==> src/rtl/mde_pkg.sv <==
// Constants, register map and carrier types of the motion event detector.
// Assumes one 10 MHz system clock and a same-clock sample source.
package mde_pkg;

	// Register offsets
	localparam logic [7:0] MDE_OFS_STATUS     = 8'h12;
	localparam logic [7:0] MDE_OFS_OPERATING_MODE_SELECT    = 8'h26;
	localparam logic [7:0] MDE_OFS_CHAN_EN    = 8'h27;
	localparam logic [7:0] MDE_OFS_MAP_A_LO   = 8'h2b;
	localparam logic [7:0] MDE_OFS_MAP_A_HI   = 8'h2c;
	localparam logic [7:0] MDE_OFS_MAP_B_LO   = 8'h2d;
	localparam logic [7:0] MDE_OFS_MAP_B_HI   = 8'h2e;
	localparam logic [7:0] MDE_OFS_MD_CTL     = 8'h37;
	localparam logic [7:0] MDE_OFS_AXIS_EN    = 8'h38;
	localparam logic [7:0] MDE_OFS_MLVL_H     = 8'h39;
	localparam logic [7:0] MDE_OFS_MLVL_L     = 8'h3a;
	localparam logic [7:0] MDE_OFS_MTIME_H    = 8'h3b;
	localparam logic [7:0] MDE_OFS_MTIME_M    = 8'h3c;
	localparam logic [7:0] MDE_OFS_MTIME_L    = 8'h3d;
	localparam logic [7:0] MDE_OFS_SLVL_H     = 8'h3e;
	localparam logic [7:0] MDE_OFS_SLVL_L     = 8'h3f;
	localparam logic [7:0] MDE_OFS_STIME_H    = 8'h40;
	localparam logic [7:0] MDE_OFS_STIME_M    = 8'h41;
	localparam logic [7:0] MDE_OFS_STIME_L    = 8'h42;
	localparam logic [7:0] MDE_OFS_KLVL       = 8'h43;
	localparam logic [7:0] MDE_OFS_KLEN       = 8'h44;
	localparam logic [7:0] MDE_OFS_KLAT       = 8'h45;
	localparam logic [7:0] MDE_OFS_KWIN       = 8'h46;
	localparam logic [7:0] MDE_OFS_KCFG       = 8'h48;

	// Field positions
	localparam int MDE_BIT_SINGLE   = 0;
	localparam int MDE_BIT_DOUBLE   = 1;
	localparam int MDE_BIT_TRIPLE   = 2;
	localparam int MDE_BIT_ACT      = 5;
	localparam int MDE_BIT_STILL    = 6;
	localparam int MDE_BIT_ACT_EN   = 0;
	localparam int MDE_BIT_STILL_EN = 2;
	localparam int MDE_BIT_KTRIPLE  = 2;
	localparam int MDE_CHAN_X       = 4;
	localparam logic [7:0] MDE_MOT_MASK = 8'h60;
	localparam logic [7:0] MDE_TAP_MASK = 8'h07;

	localparam logic [7:0]  MDE_RST_BYTE = 8'h00;
	localparam logic [15:0] MDE_RST_WORD = 16'h0000;
	localparam logic [23:0] MDE_RST_TIME = 24'h000000;

	// Output settling after entering measurement mode
	localparam int unsigned MDE_CLK_PERIOD_NS = 100;
	localparam int unsigned MDE_SETTLE_NS     = 2000000;
	localparam int unsigned MDE_SETTLE_CYC    =
		(MDE_SETTLE_NS + MDE_CLK_PERIOD_NS - 1) / MDE_CLK_PERIOD_NS;

	typedef enum logic [4:0] {
		MDE_K_IDLE   = 5'b00001,
		MDE_K_HIGH   = 5'b00010,
		MDE_K_LATENT = 5'b00100,
		MDE_K_WINDOW = 5'b01000,
		MDE_K_HOLD   = 5'b10000
	} mde_knock_type;

	typedef struct packed {
		logic       wr;
		logic       rd;
		logic [7:0] addr;
		logic [7:0] wdata;
	} mde_reg_req_type;

	typedef struct packed {
		logic               valid;
		logic signed [15:0] x;
		logic signed [15:0] y;
		logic signed [15:0] z;
	} mde_sample_type;

	typedef struct packed {
		logic [7:0]    operating_mode_select;
		logic [7:0]    chan_en;
		logic [7:0]    map_a_lo;
		logic [7:0]    map_a_hi;
		logic [7:0]    map_b_lo;
		logic [7:0]    map_b_hi;
		logic [7:0]    md_ctl;
		logic [7:0]    axis_en;
		logic [15:0]   act_lvl;
		logic [15:0]   still_lvl;
		logic [23:0]   act_time;
		logic [23:0]   still_time;
		logic [7:0]    k_lvl;
		logic [7:0]    k_len;
		logic [7:0]    k_lat;
		logic [7:0]    k_win;
		logic [7:0]    k_cfg;
		logic [7:0]    status;
		logic [7:0]    rdata;
		logic [23:0]   act_cnt;
		logic [23:0]   still_cnt;
		logic          act_done;
		logic          still_done;
		mde_knock_type kst;
		logic [7:0]    kcnt;
		logic [1:0]    taps;
		logic [15:0]   settle;
		logic          meas;
		logic          pa;
		logic          pa_oe;
		logic          pb;
		logic          pb_oe;
	} mde_state_type;

endpackage : mde_pkg

==> src/rtl/mde_motion_event_detector.sv <==
// Motion event detector: activity, inactivity, tap and interrupt pins.
// Assumes samples and register port come from logic on the same clock.
//
// Contract
// - Flag activity above, inactivity below thresholds
// - Low route byte 0xa0 sends activity to pin a
// - Low route byte 0x40 sends inactivity to pin b
// - Control 0x05 enables activity and inactivity detection
// - Axis enable 0x03 uses x and y only
// - Activity time is three bytes, high first
// - Inactivity time three bytes, counted in samples
// - Activity threshold is high then low byte
// - Inactivity threshold is high then low byte
// - Detect single, double and triple knocks
// - High route byte 0x01 sends single knock to pin a
// - High route byte 0x03 sends double, triple to b
// - Pin is OR of all mapped sources
// - Status register tells which knock occurred
// - Knock level sets the acceleration to exceed
// - Knock length limits time above level
// - Latency waits between knocks; zero disables repeats
// - Window bounds when further knocks count
// - Knock config 0x06: triple enable, z axis
// - Free fall sets inactivity status and pin
// - Output unsettled 2 ms after entering measurement
// - Unmapped pin or reset leaves pin undriven
`timescale 1ns/1ns

module mde_motion_event_detector
	import mde_pkg::*;
#(
	parameter int unsigned SETTLE_CYCLES = MDE_SETTLE_CYC
) (
	input  wire logic            clk,
	input  wire logic            rstn,
	input  wire mde_reg_req_type reg_req,
	output logic [7:0]           reg_rdata,
	input  wire mde_sample_type  sample,
	output logic                 irq_pin_a_o,
	output logic                 irq_pin_a_oe,
	output logic                 irq_pin_b_o,
	output logic                 irq_pin_b_oe
);

	mde_state_type r;
	mde_state_type n;

	logic [15:0] mag_x;
	logic [15:0] mag_y;
	logic [15:0] mag_z;
	logic [15:0] kmag;
	logic [2:0]  used;
	logic        act_any;
	logic        still_all;
	logic        kabove;
	logic        go;
	logic [7:0]  set_b;
	logic [7:0]  clr_b;
	logic [1:0]  taps_n;
	logic [23:0] act_cnt_n;
	logic [23:0] still_cnt_n;

	function automatic logic [15:0] mde_abs(input logic signed [15:0] v);
		logic [15:0] t;
		t = v[15] ? 16'(-v) : 16'(v);
		return t;
	endfunction : mde_abs

	// Knock count to its status bit
	function automatic logic [7:0] mde_knock_bits(input logic [1:0] cnt);
		logic [7:0] b;
		b = 8'h00;
		case (cnt)
			2'd1: b[MDE_BIT_SINGLE] = 1'b1;
			2'd2: b[MDE_BIT_DOUBLE] = 1'b1;
			2'd3: b[MDE_BIT_TRIPLE] = 1'b1;
			default: b = 8'h00;
		endcase
		return b;
	endfunction : mde_knock_bits

	function automatic logic [23:0] mde_sat_inc(input logic [23:0] c);
		logic [23:0] s;
		s = (c == 24'hffffff) ? c : 24'(c + 24'd1);
		return s;
	endfunction : mde_sat_inc

	// Route bytes of pin a to status positions
	function automatic logic [7:0] mde_route_a(input logic [7:0] lo, input logic [7:0] hi);
		logic [7:0] m;
		m = (lo & MDE_MOT_MASK) | (hi & MDE_TAP_MASK);
		return m;
	endfunction : mde_route_a

	// Pin b orders its knock routes double, triple, single,
	// so that 0x03 picks both repeated knocks and leaves single out
	function automatic logic [7:0] mde_route_b(input logic [7:0] lo, input logic [7:0] hi);
		logic [7:0] m;
		m                 = lo & MDE_MOT_MASK;
		m[MDE_BIT_DOUBLE] = hi[0];
		m[MDE_BIT_TRIPLE] = hi[1];
		m[MDE_BIT_SINGLE] = hi[2];
		return m;
	endfunction : mde_route_b

	assign mag_x = mde_abs(sample.x);
	assign mag_y = mde_abs(sample.y);
	assign mag_z = mde_abs(sample.z);

	// An axis counts only when both its channel and its detect bit are on
	assign used = r.axis_en[2:0] & r.chan_en[MDE_CHAN_X +: 3];

	assign act_any = (used[0] && (mag_x > r.act_lvl))
		|| (used[1] && (mag_y > r.act_lvl))
		|| (used[2] && (mag_z > r.act_lvl));

	// Absolute mode: every used axis must sit below, which is free fall
	assign still_all = (used != 3'b000)
		&& (!used[0] || (mag_x < r.still_lvl))
		&& (!used[1] || (mag_y < r.still_lvl))
		&& (!used[2] || (mag_z < r.still_lvl));

	always_comb begin
		case (r.k_cfg[1:0])
			2'd1: kmag = r.chan_en[MDE_CHAN_X + 1] ? mag_y : 16'h0000;
			2'd2: kmag = r.chan_en[MDE_CHAN_X + 2] ? mag_z : 16'h0000;
			default: kmag = r.chan_en[MDE_CHAN_X] ? mag_x : 16'h0000;
		endcase
	end

	// Level compares against the upper byte of the magnitude
	assign kabove = kmag[15:8] > r.k_lvl;

	// Samples are ignored until the output has settled
	assign go = sample.valid && r.meas && (r.settle == 16'h0000);

	assign act_cnt_n   = mde_sat_inc(r.act_cnt);
	assign still_cnt_n = mde_sat_inc(r.still_cnt);
	assign taps_n      = 2'(r.taps + 2'd1);

	always_comb begin
		n     = r;
		set_b = 8'h00;
		clr_b = 8'h00;

		// Register writes
		if (reg_req.wr) begin
			case (reg_req.addr)
				MDE_OFS_OPERATING_MODE_SELECT:  n.operating_mode_select = reg_req.wdata;
				MDE_OFS_CHAN_EN:  n.chan_en = reg_req.wdata;
				MDE_OFS_MAP_A_LO: n.map_a_lo = reg_req.wdata;
				MDE_OFS_MAP_A_HI: n.map_a_hi = reg_req.wdata;
				MDE_OFS_MAP_B_LO: n.map_b_lo = reg_req.wdata;
				MDE_OFS_MAP_B_HI: n.map_b_hi = reg_req.wdata;
				MDE_OFS_MD_CTL:   n.md_ctl = reg_req.wdata;
				MDE_OFS_AXIS_EN:  n.axis_en = reg_req.wdata;
				MDE_OFS_MLVL_H:   n.act_lvl[15:8] = reg_req.wdata;
				MDE_OFS_MLVL_L:   n.act_lvl[7:0] = reg_req.wdata;
				MDE_OFS_MTIME_H:  n.act_time[23:16] = reg_req.wdata;
				MDE_OFS_MTIME_M:  n.act_time[15:8] = reg_req.wdata;
				MDE_OFS_MTIME_L:  n.act_time[7:0] = reg_req.wdata;
				MDE_OFS_SLVL_H:   n.still_lvl[15:8] = reg_req.wdata;
				MDE_OFS_SLVL_L:   n.still_lvl[7:0] = reg_req.wdata;
				MDE_OFS_STIME_H:  n.still_time[23:16] = reg_req.wdata;
				MDE_OFS_STIME_M:  n.still_time[15:8] = reg_req.wdata;
				MDE_OFS_STIME_L:  n.still_time[7:0] = reg_req.wdata;
				MDE_OFS_KLVL:     n.k_lvl = reg_req.wdata;
				MDE_OFS_KLEN:     n.k_len = reg_req.wdata;
				MDE_OFS_KLAT:     n.k_lat = reg_req.wdata;
				MDE_OFS_KWIN:     n.k_win = reg_req.wdata;
				MDE_OFS_KCFG:     n.k_cfg = reg_req.wdata;
				default: n.operating_mode_select = n.operating_mode_select;
			endcase
		end

		// Register reads; status clears on read
		if (reg_req.rd) begin
			case (reg_req.addr)
				MDE_OFS_STATUS: begin
					n.rdata = r.status;
					clr_b   = r.status;
				end
				MDE_OFS_OPERATING_MODE_SELECT:  n.rdata = r.operating_mode_select;
				MDE_OFS_CHAN_EN:  n.rdata = r.chan_en;
				MDE_OFS_MAP_A_LO: n.rdata = r.map_a_lo;
				MDE_OFS_MAP_A_HI: n.rdata = r.map_a_hi;
				MDE_OFS_MAP_B_LO: n.rdata = r.map_b_lo;
				MDE_OFS_MAP_B_HI: n.rdata = r.map_b_hi;
				MDE_OFS_MD_CTL:   n.rdata = r.md_ctl;
				MDE_OFS_AXIS_EN:  n.rdata = r.axis_en;
				MDE_OFS_MLVL_H:   n.rdata = r.act_lvl[15:8];
				MDE_OFS_MLVL_L:   n.rdata = r.act_lvl[7:0];
				MDE_OFS_MTIME_H:  n.rdata = r.act_time[23:16];
				MDE_OFS_MTIME_M:  n.rdata = r.act_time[15:8];
				MDE_OFS_MTIME_L:  n.rdata = r.act_time[7:0];
				MDE_OFS_SLVL_H:   n.rdata = r.still_lvl[15:8];
				MDE_OFS_SLVL_L:   n.rdata = r.still_lvl[7:0];
				MDE_OFS_STIME_H:  n.rdata = r.still_time[23:16];
				MDE_OFS_STIME_M:  n.rdata = r.still_time[15:8];
				MDE_OFS_STIME_L:  n.rdata = r.still_time[7:0];
				MDE_OFS_KLVL:     n.rdata = r.k_lvl;
				MDE_OFS_KLEN:     n.rdata = r.k_len;
				MDE_OFS_KLAT:     n.rdata = r.k_lat;
				MDE_OFS_KWIN:     n.rdata = r.k_win;
				MDE_OFS_KCFG:     n.rdata = r.k_cfg;
				default:          n.rdata = 8'h00;
			endcase
		end

		// Measurement entry and settling
		n.meas = (r.operating_mode_select[3:0] != 4'h0);
		if (n.meas && !r.meas) begin
			n.settle = 16'(SETTLE_CYCLES);
		end else if (r.settle != 16'h0000) begin
			n.settle = 16'(r.settle - 16'd1);
		end

		// Activity: consecutive samples above the level
		if (!r.meas || !r.md_ctl[MDE_BIT_ACT_EN]) begin
			n.act_cnt  = MDE_RST_TIME;
			n.act_done = 1'b0;
		end else if (go) begin
			if (act_any) begin
				n.act_cnt = act_cnt_n;
				if (!r.act_done && (act_cnt_n >= r.act_time)) begin
					set_b[MDE_BIT_ACT] = 1'b1;
					n.act_done = 1'b1;
				end
			end else begin
				n.act_cnt  = MDE_RST_TIME;
				n.act_done = 1'b0;
			end
		end

		// Inactivity: time counted in output samples
		if (!r.meas || !r.md_ctl[MDE_BIT_STILL_EN]) begin
			n.still_cnt  = MDE_RST_TIME;
			n.still_done = 1'b0;
		end else if (go) begin
			if (still_all) begin
				n.still_cnt = still_cnt_n;
				if (!r.still_done && (still_cnt_n >= r.still_time)) begin
					set_b[MDE_BIT_STILL] = 1'b1;
					n.still_done = 1'b1;
				end
			end else begin
				n.still_cnt  = MDE_RST_TIME;
				n.still_done = 1'b0;
			end
		end

		// Knock sequencer, stepped once per sample
		if (!r.meas) begin
			n.kst  = MDE_K_IDLE;
			n.kcnt = 8'h00;
			n.taps = 2'd0;
		end else if (go) begin
			case (r.kst)
				MDE_K_IDLE: begin
					if (kabove) begin
						n.kst  = MDE_K_HIGH;
						n.kcnt = 8'd1;
						n.taps = 2'd0;
					end
				end
				MDE_K_HIGH: begin
					if (kabove) begin
						if (r.kcnt >= r.k_len) begin
							set_b  = set_b | mde_knock_bits(r.taps);
							n.kst  = MDE_K_HOLD;
						end else begin
							n.kcnt = 8'(r.kcnt + 8'd1);
						end
					end else if ((taps_n == 2'd3) || (r.k_lat == 8'h00)
						|| ((taps_n == 2'd2) && !r.k_cfg[MDE_BIT_KTRIPLE])) begin
						set_b = set_b | mde_knock_bits(taps_n);
						n.kst = MDE_K_IDLE;
					end else begin
						n.taps = taps_n;
						n.kcnt = 8'h00;
						n.kst  = MDE_K_LATENT;
					end
				end
				MDE_K_LATENT: begin
					if (8'(r.kcnt + 8'd1) >= r.k_lat) begin
						n.kcnt = 8'h00;
						n.kst  = MDE_K_WINDOW;
					end else begin
						n.kcnt = 8'(r.kcnt + 8'd1);
					end
				end
				MDE_K_WINDOW: begin
					if (kabove) begin
						n.kcnt = 8'd1;
						n.kst  = MDE_K_HIGH;
					end else if (8'(r.kcnt + 8'd1) >= r.k_win) begin
						set_b = set_b | mde_knock_bits(r.taps);
						n.kst = MDE_K_IDLE;
					end else begin
						n.kcnt = 8'(r.kcnt + 8'd1);
					end
				end
				MDE_K_HOLD: begin
					// Too long for a knock; wait for the level to drop
					if (!kabove) begin
						n.kst = MDE_K_IDLE;
					end
				end
				default: n.kst = MDE_K_IDLE;
			endcase
		end

		// A new event beats a clear-on-read in the same cycle
		n.status = (r.status & ~clr_b) | set_b;

		// Pins follow the sticky flags of every mapped source
		n.pa    = |(r.status & mde_route_a(r.map_a_lo, r.map_a_hi));
		n.pb    = |(r.status & mde_route_b(r.map_b_lo, r.map_b_hi));
		n.pa_oe = |mde_route_a(r.map_a_lo, r.map_a_hi);
		n.pb_oe = |mde_route_b(r.map_b_lo, r.map_b_hi);
	end

	always_ff @(posedge clk or negedge rstn) begin
		if (!rstn) begin
			r            <= '0;
			r.operating_mode_select    <= MDE_RST_BYTE;
			r.act_lvl    <= MDE_RST_WORD;
			r.still_lvl  <= MDE_RST_WORD;
			r.act_time   <= MDE_RST_TIME;
			r.still_time <= MDE_RST_TIME;
			r.kst        <= MDE_K_IDLE;
			r.pa_oe      <= 1'b0;
			r.pb_oe      <= 1'b0;
		end else begin
			r <= n;
		end
	end

	assign reg_rdata    = r.rdata;
	assign irq_pin_a_o  = r.pa;
	assign irq_pin_a_oe = r.pa_oe;
	assign irq_pin_b_o  = r.pb;
	assign irq_pin_b_oe = r.pb_oe;

endmodule : mde_motion_event_detector

==> config.mk <==
export PLATFORM = sky130hd
export DESIGN_NAME = mde_motion_event_detector
export DESIGN_NICKNAME = d
export VERILOG_FILES = /design/src/rtl/mde_pkg.sv /design/src/rtl/mde_motion_event_detector.sv
export SDC_FILE = /design/constraint.sdc
export NUM_CORES = 1
export LEC_CHECK = 0
export BUFFER_PORTS_ARGS = -buffer_cell sky130_fd_sc_hd__buf_2
export CAP_MARGIN = 20
export CORE_MARGIN = 5
export CORE_UTILIZATION = 60
export CTS_CLUSTER_DIAMETER = 60
export DETAILED_ROUTE_END_ITERATION = 7
export GPL_ROUTABILITY_DRIVEN = 0
export GPL_TIMING_DRIVEN = 0
export PLACE_DENSITY_LB_ADDON = 0.05
export RECOVER_POWER = 100
export SETUP_SLACK_MARGIN = 0.3
export SYNTH_ARGS = -nofsm -noshare
export SYNTH_HDL_FRONTEND = slang
export SYNTH_SLANG_ARGS = --single-unit
==> constraint.sdc <==
create_clock -name clk -period 5 [get_ports clk]
set_input_delay 0.25 -clock clk [delete_from_list [all_inputs] [get_ports clk]]
set_output_delay 0.25 -clock clk [all_outputs]
set_load 0.02 [all_outputs]
==> reports/metrics.yaml <==
status: "finished with violations"
violations: "max-capacitance violations, max-slew violations"
arrival_ns: 5.05
finalHoldViolations: 0
rows: 65
ys_async_sr_fraction: 1.00
drt-wirelength-per-cell_um: 23.0
syn_inst: 2005
hold_slack_ns: 0.0193
grt_use_total: 0.322
drive_above_1_share: 0.158
drv_cap: 2
p_total_mw: 5.95
ys_seq_area_frac: 0.369
p_leak_nw: 9.99
ys_seq_elements: 286
clockBufferDepth: 3
start_util: 0.611
routed_via_density: 6.54
fmax_ghz: 0.215
post_cts_buffers: 0
synth_cell_types: 76
antenna_found_initial: 2
cts_sinks: 286
synth.net_count: 2260
layout_commonest_cell: "dfrtp_1"
io_pins: 81
dieWidth_um: 190
min_period_ns: 4.64
critPathRequiredTime_ns: 5.41
ant_nets: 0
slew_headroom: -1.22
grt_max_degree: 121
cts_buffers: 34
path_clk_slew_ns: 0.06
ir_drop_v: 0.000263
skew_ns: 0.0452
clockRootBuffer: "clkbuf_16"
syn-cell-area_um2: 19400
critical_path.startpoint_type: "input pin"
num_vias: 16700
drt-initial-drc-count: 1638
fp.dieArea_um2: 36000
rsz0062_at_grt: "false"
power_density_nw_per_um2: 279
wl_um: 58700
grt_pass1_vias: 16200
yosys_warnings: 0
synth_flop_cell: "dfrtp_1"
die_h_um: 190
core_um2: 31700
critPathKind: "input pin to flip-flop"
portBuffers: 78
tritoncts: "built"
drt-pass1-iter-count: 6
dp_hpwl_um: 44700
fin_nets: 2381
grt_first_pass_wirelength_um: 91600
worstPathMaxFanout: 10
areaGrowthSynthToFinish_pct: 10.2
route.detailed.drc: 0
synth-edff-count: 0
grt_overflow: 0
post-route-period-util: 0.929
hp-class: "input pin to flip-flop"
tightest_slew_ns: 3.33
syn_area_per_cell_um2: 9.67
end_kind: "flip-flop"
final_cell_mix: "dfrtp_1, mux2_2, ha_1"
setup_viol: 0
cts_max_level: 2
slew_violations: 63
clk_latency_ns: 0.56
==> final timing paths <==
path	slack (ns)	cells after the start	start	endpoint
setup / recovery	0.36	16	sample[41]	r[75]
hold / removal	0.02	2	reg_req[6]	r[204]
setup reg to reg	0.59	17	r[102]	r[24]
hold reg to reg	0.47	1	r[37]	r[99]
max in group asynchronous	1.70	2	rstn	r[185]
min in group asynchronous	1.40	2	rstn	r[81]
==> cells in the mapped netlist (4+ instances only) <==
master / instances / area [µm²]
a211oi_1: 8 / 60.1
o211ai_1: 8 / 60.1
nand4_1: 39 / 244
and2_1: 13 / 81.3
nor2b_1: 23 / 144
o21a_1: 7 / 52.6
nor3b_1: 4 / 30.0
nor3_1: 29 / 145
nand3_1: 63 / 315
nor2_2: 7 / 43.8
xnor2_1: 68 / 596
o21ai_1: 15 / 75.1
buf_2: 10 / 50.1
a21o_1: 24 / 180
a221oi_1: 32 / 280
xor2_1: 28 / 245
nand3b_1: 6 / 45.0
nand2_1: 177 / 664
nor4b_1: 5 / 43.8
a21oi_1: 72 / 360
mux2_2: 188 / 2120
inv_1: 149 / 559
or2_2: 6 / 37.5
a31oi_1: 12 / 75.1
dfrtp_1: 285 / 7130
and3_1: 15 / 93.8
o41ai_1: 8 / 70.1
a22oi_1: 39 / 293
buf_4: 9 / 67.6
or4_1: 7 / 52.6
nor2_1: 114 / 428
a22o_1: 24 / 210
ha_1: 186 / 2330
clkbuf_1: 44 / 165
or3_1: 17 / 106
mux2i_1: 11 / 110
a222oi_1: 19 / 190
nor4_1: 17 / 106
o21ai_0: 95 / 475
o211a_1: 4 / 40.0
o22ai_1: 4 / 25.0
o31ai_1: 24 / 180
nand2b_1: 32 / 200
==> metrics by stage <==
stage          area, µm²  std cells  setup slack (ns)  TNS, ns  utilization
5_1_grt            21400       2551             0.171        0        0.674
3_3_place_gp       20300       2485             -1.71  -480.48        0.639
3_5_place_dp       20400       2489            -0.161    -1.08        0.642
6_report           21400       2551             0.356        0        0.674
4_1_cts            21500       2548             0.380        0        0.677
2_1_floorplan      19400       2005              1.09        0            -
==> report_power, final <==
part	switching (mW)	internal (mW)
clock	1.03	1.46
combinational	0.552	0.356
sequential	0.123	2.43
==> critical path: stages <==
cell     delay (ns)
buf_2          0.11
or4_1          0.56
o21a_1         0.22
or2_0          0.22
o41ai_1        0.33
xnor2_1        0.20
ha_1           0.33
nand4_1        0.16
or4_1          0.59
o21ai_0        0.17
a31oi_1        0.10
o41ai_2        1.18
buf_6          0.27
nor2_1         0.05
o21ai_0        0.19
o41ai_2        0.10
==> kinds of logic after synthesis <==
logic type | synth area share
AO/OA/AOI/OAI | 0.151
adder cells (fa/ha/maj) | 0.120
flip-flops | 0.369
AND/OR/NAND/NOR | 0.155
XOR/XNOR | 0.0434
buffers and inverters | 0.0458
multiplexers | 0.115
==> flip-flops by register name (all words and copies together), names as in the netlist <==
register	flops
irq_pin_a_o	1
irq_pin_b_o	1
irq_pin_a_oe	1
irq_pin_b_oe	1
reg_rdata	8
r	274
==> routing by layer <==
layer	vias to the layer above	wire length (µm)	global-route usage
li1	7595	-	-
met1	8177	24500	0.439
met2	761	26900	0.513
met3	145	4760	0.0578
met4	0	2540	0.129
met5	-	0	0
==> layout make-up <==
type	instances	area (µm²)
Clock inverter	14	199
Timing Repair Buffer	85	459
Clock buffer	43	905
Fill cell	2569	10400
Buffer	69	308
Antenna cell	2	5.00
Sequential cell	286	7160
Multi-Input combinational cell	1501	11300
Tap cell	402	503
Inverter	149	559
==> repair_timing <==
action,CTS,global route
gates resized for setup,0,2
hold endpoints to repair,55,0
hold buffers,2,0
endpoints found under the setup margin,0,9
No activity file was read; power rests on OpenSTA's default activity.
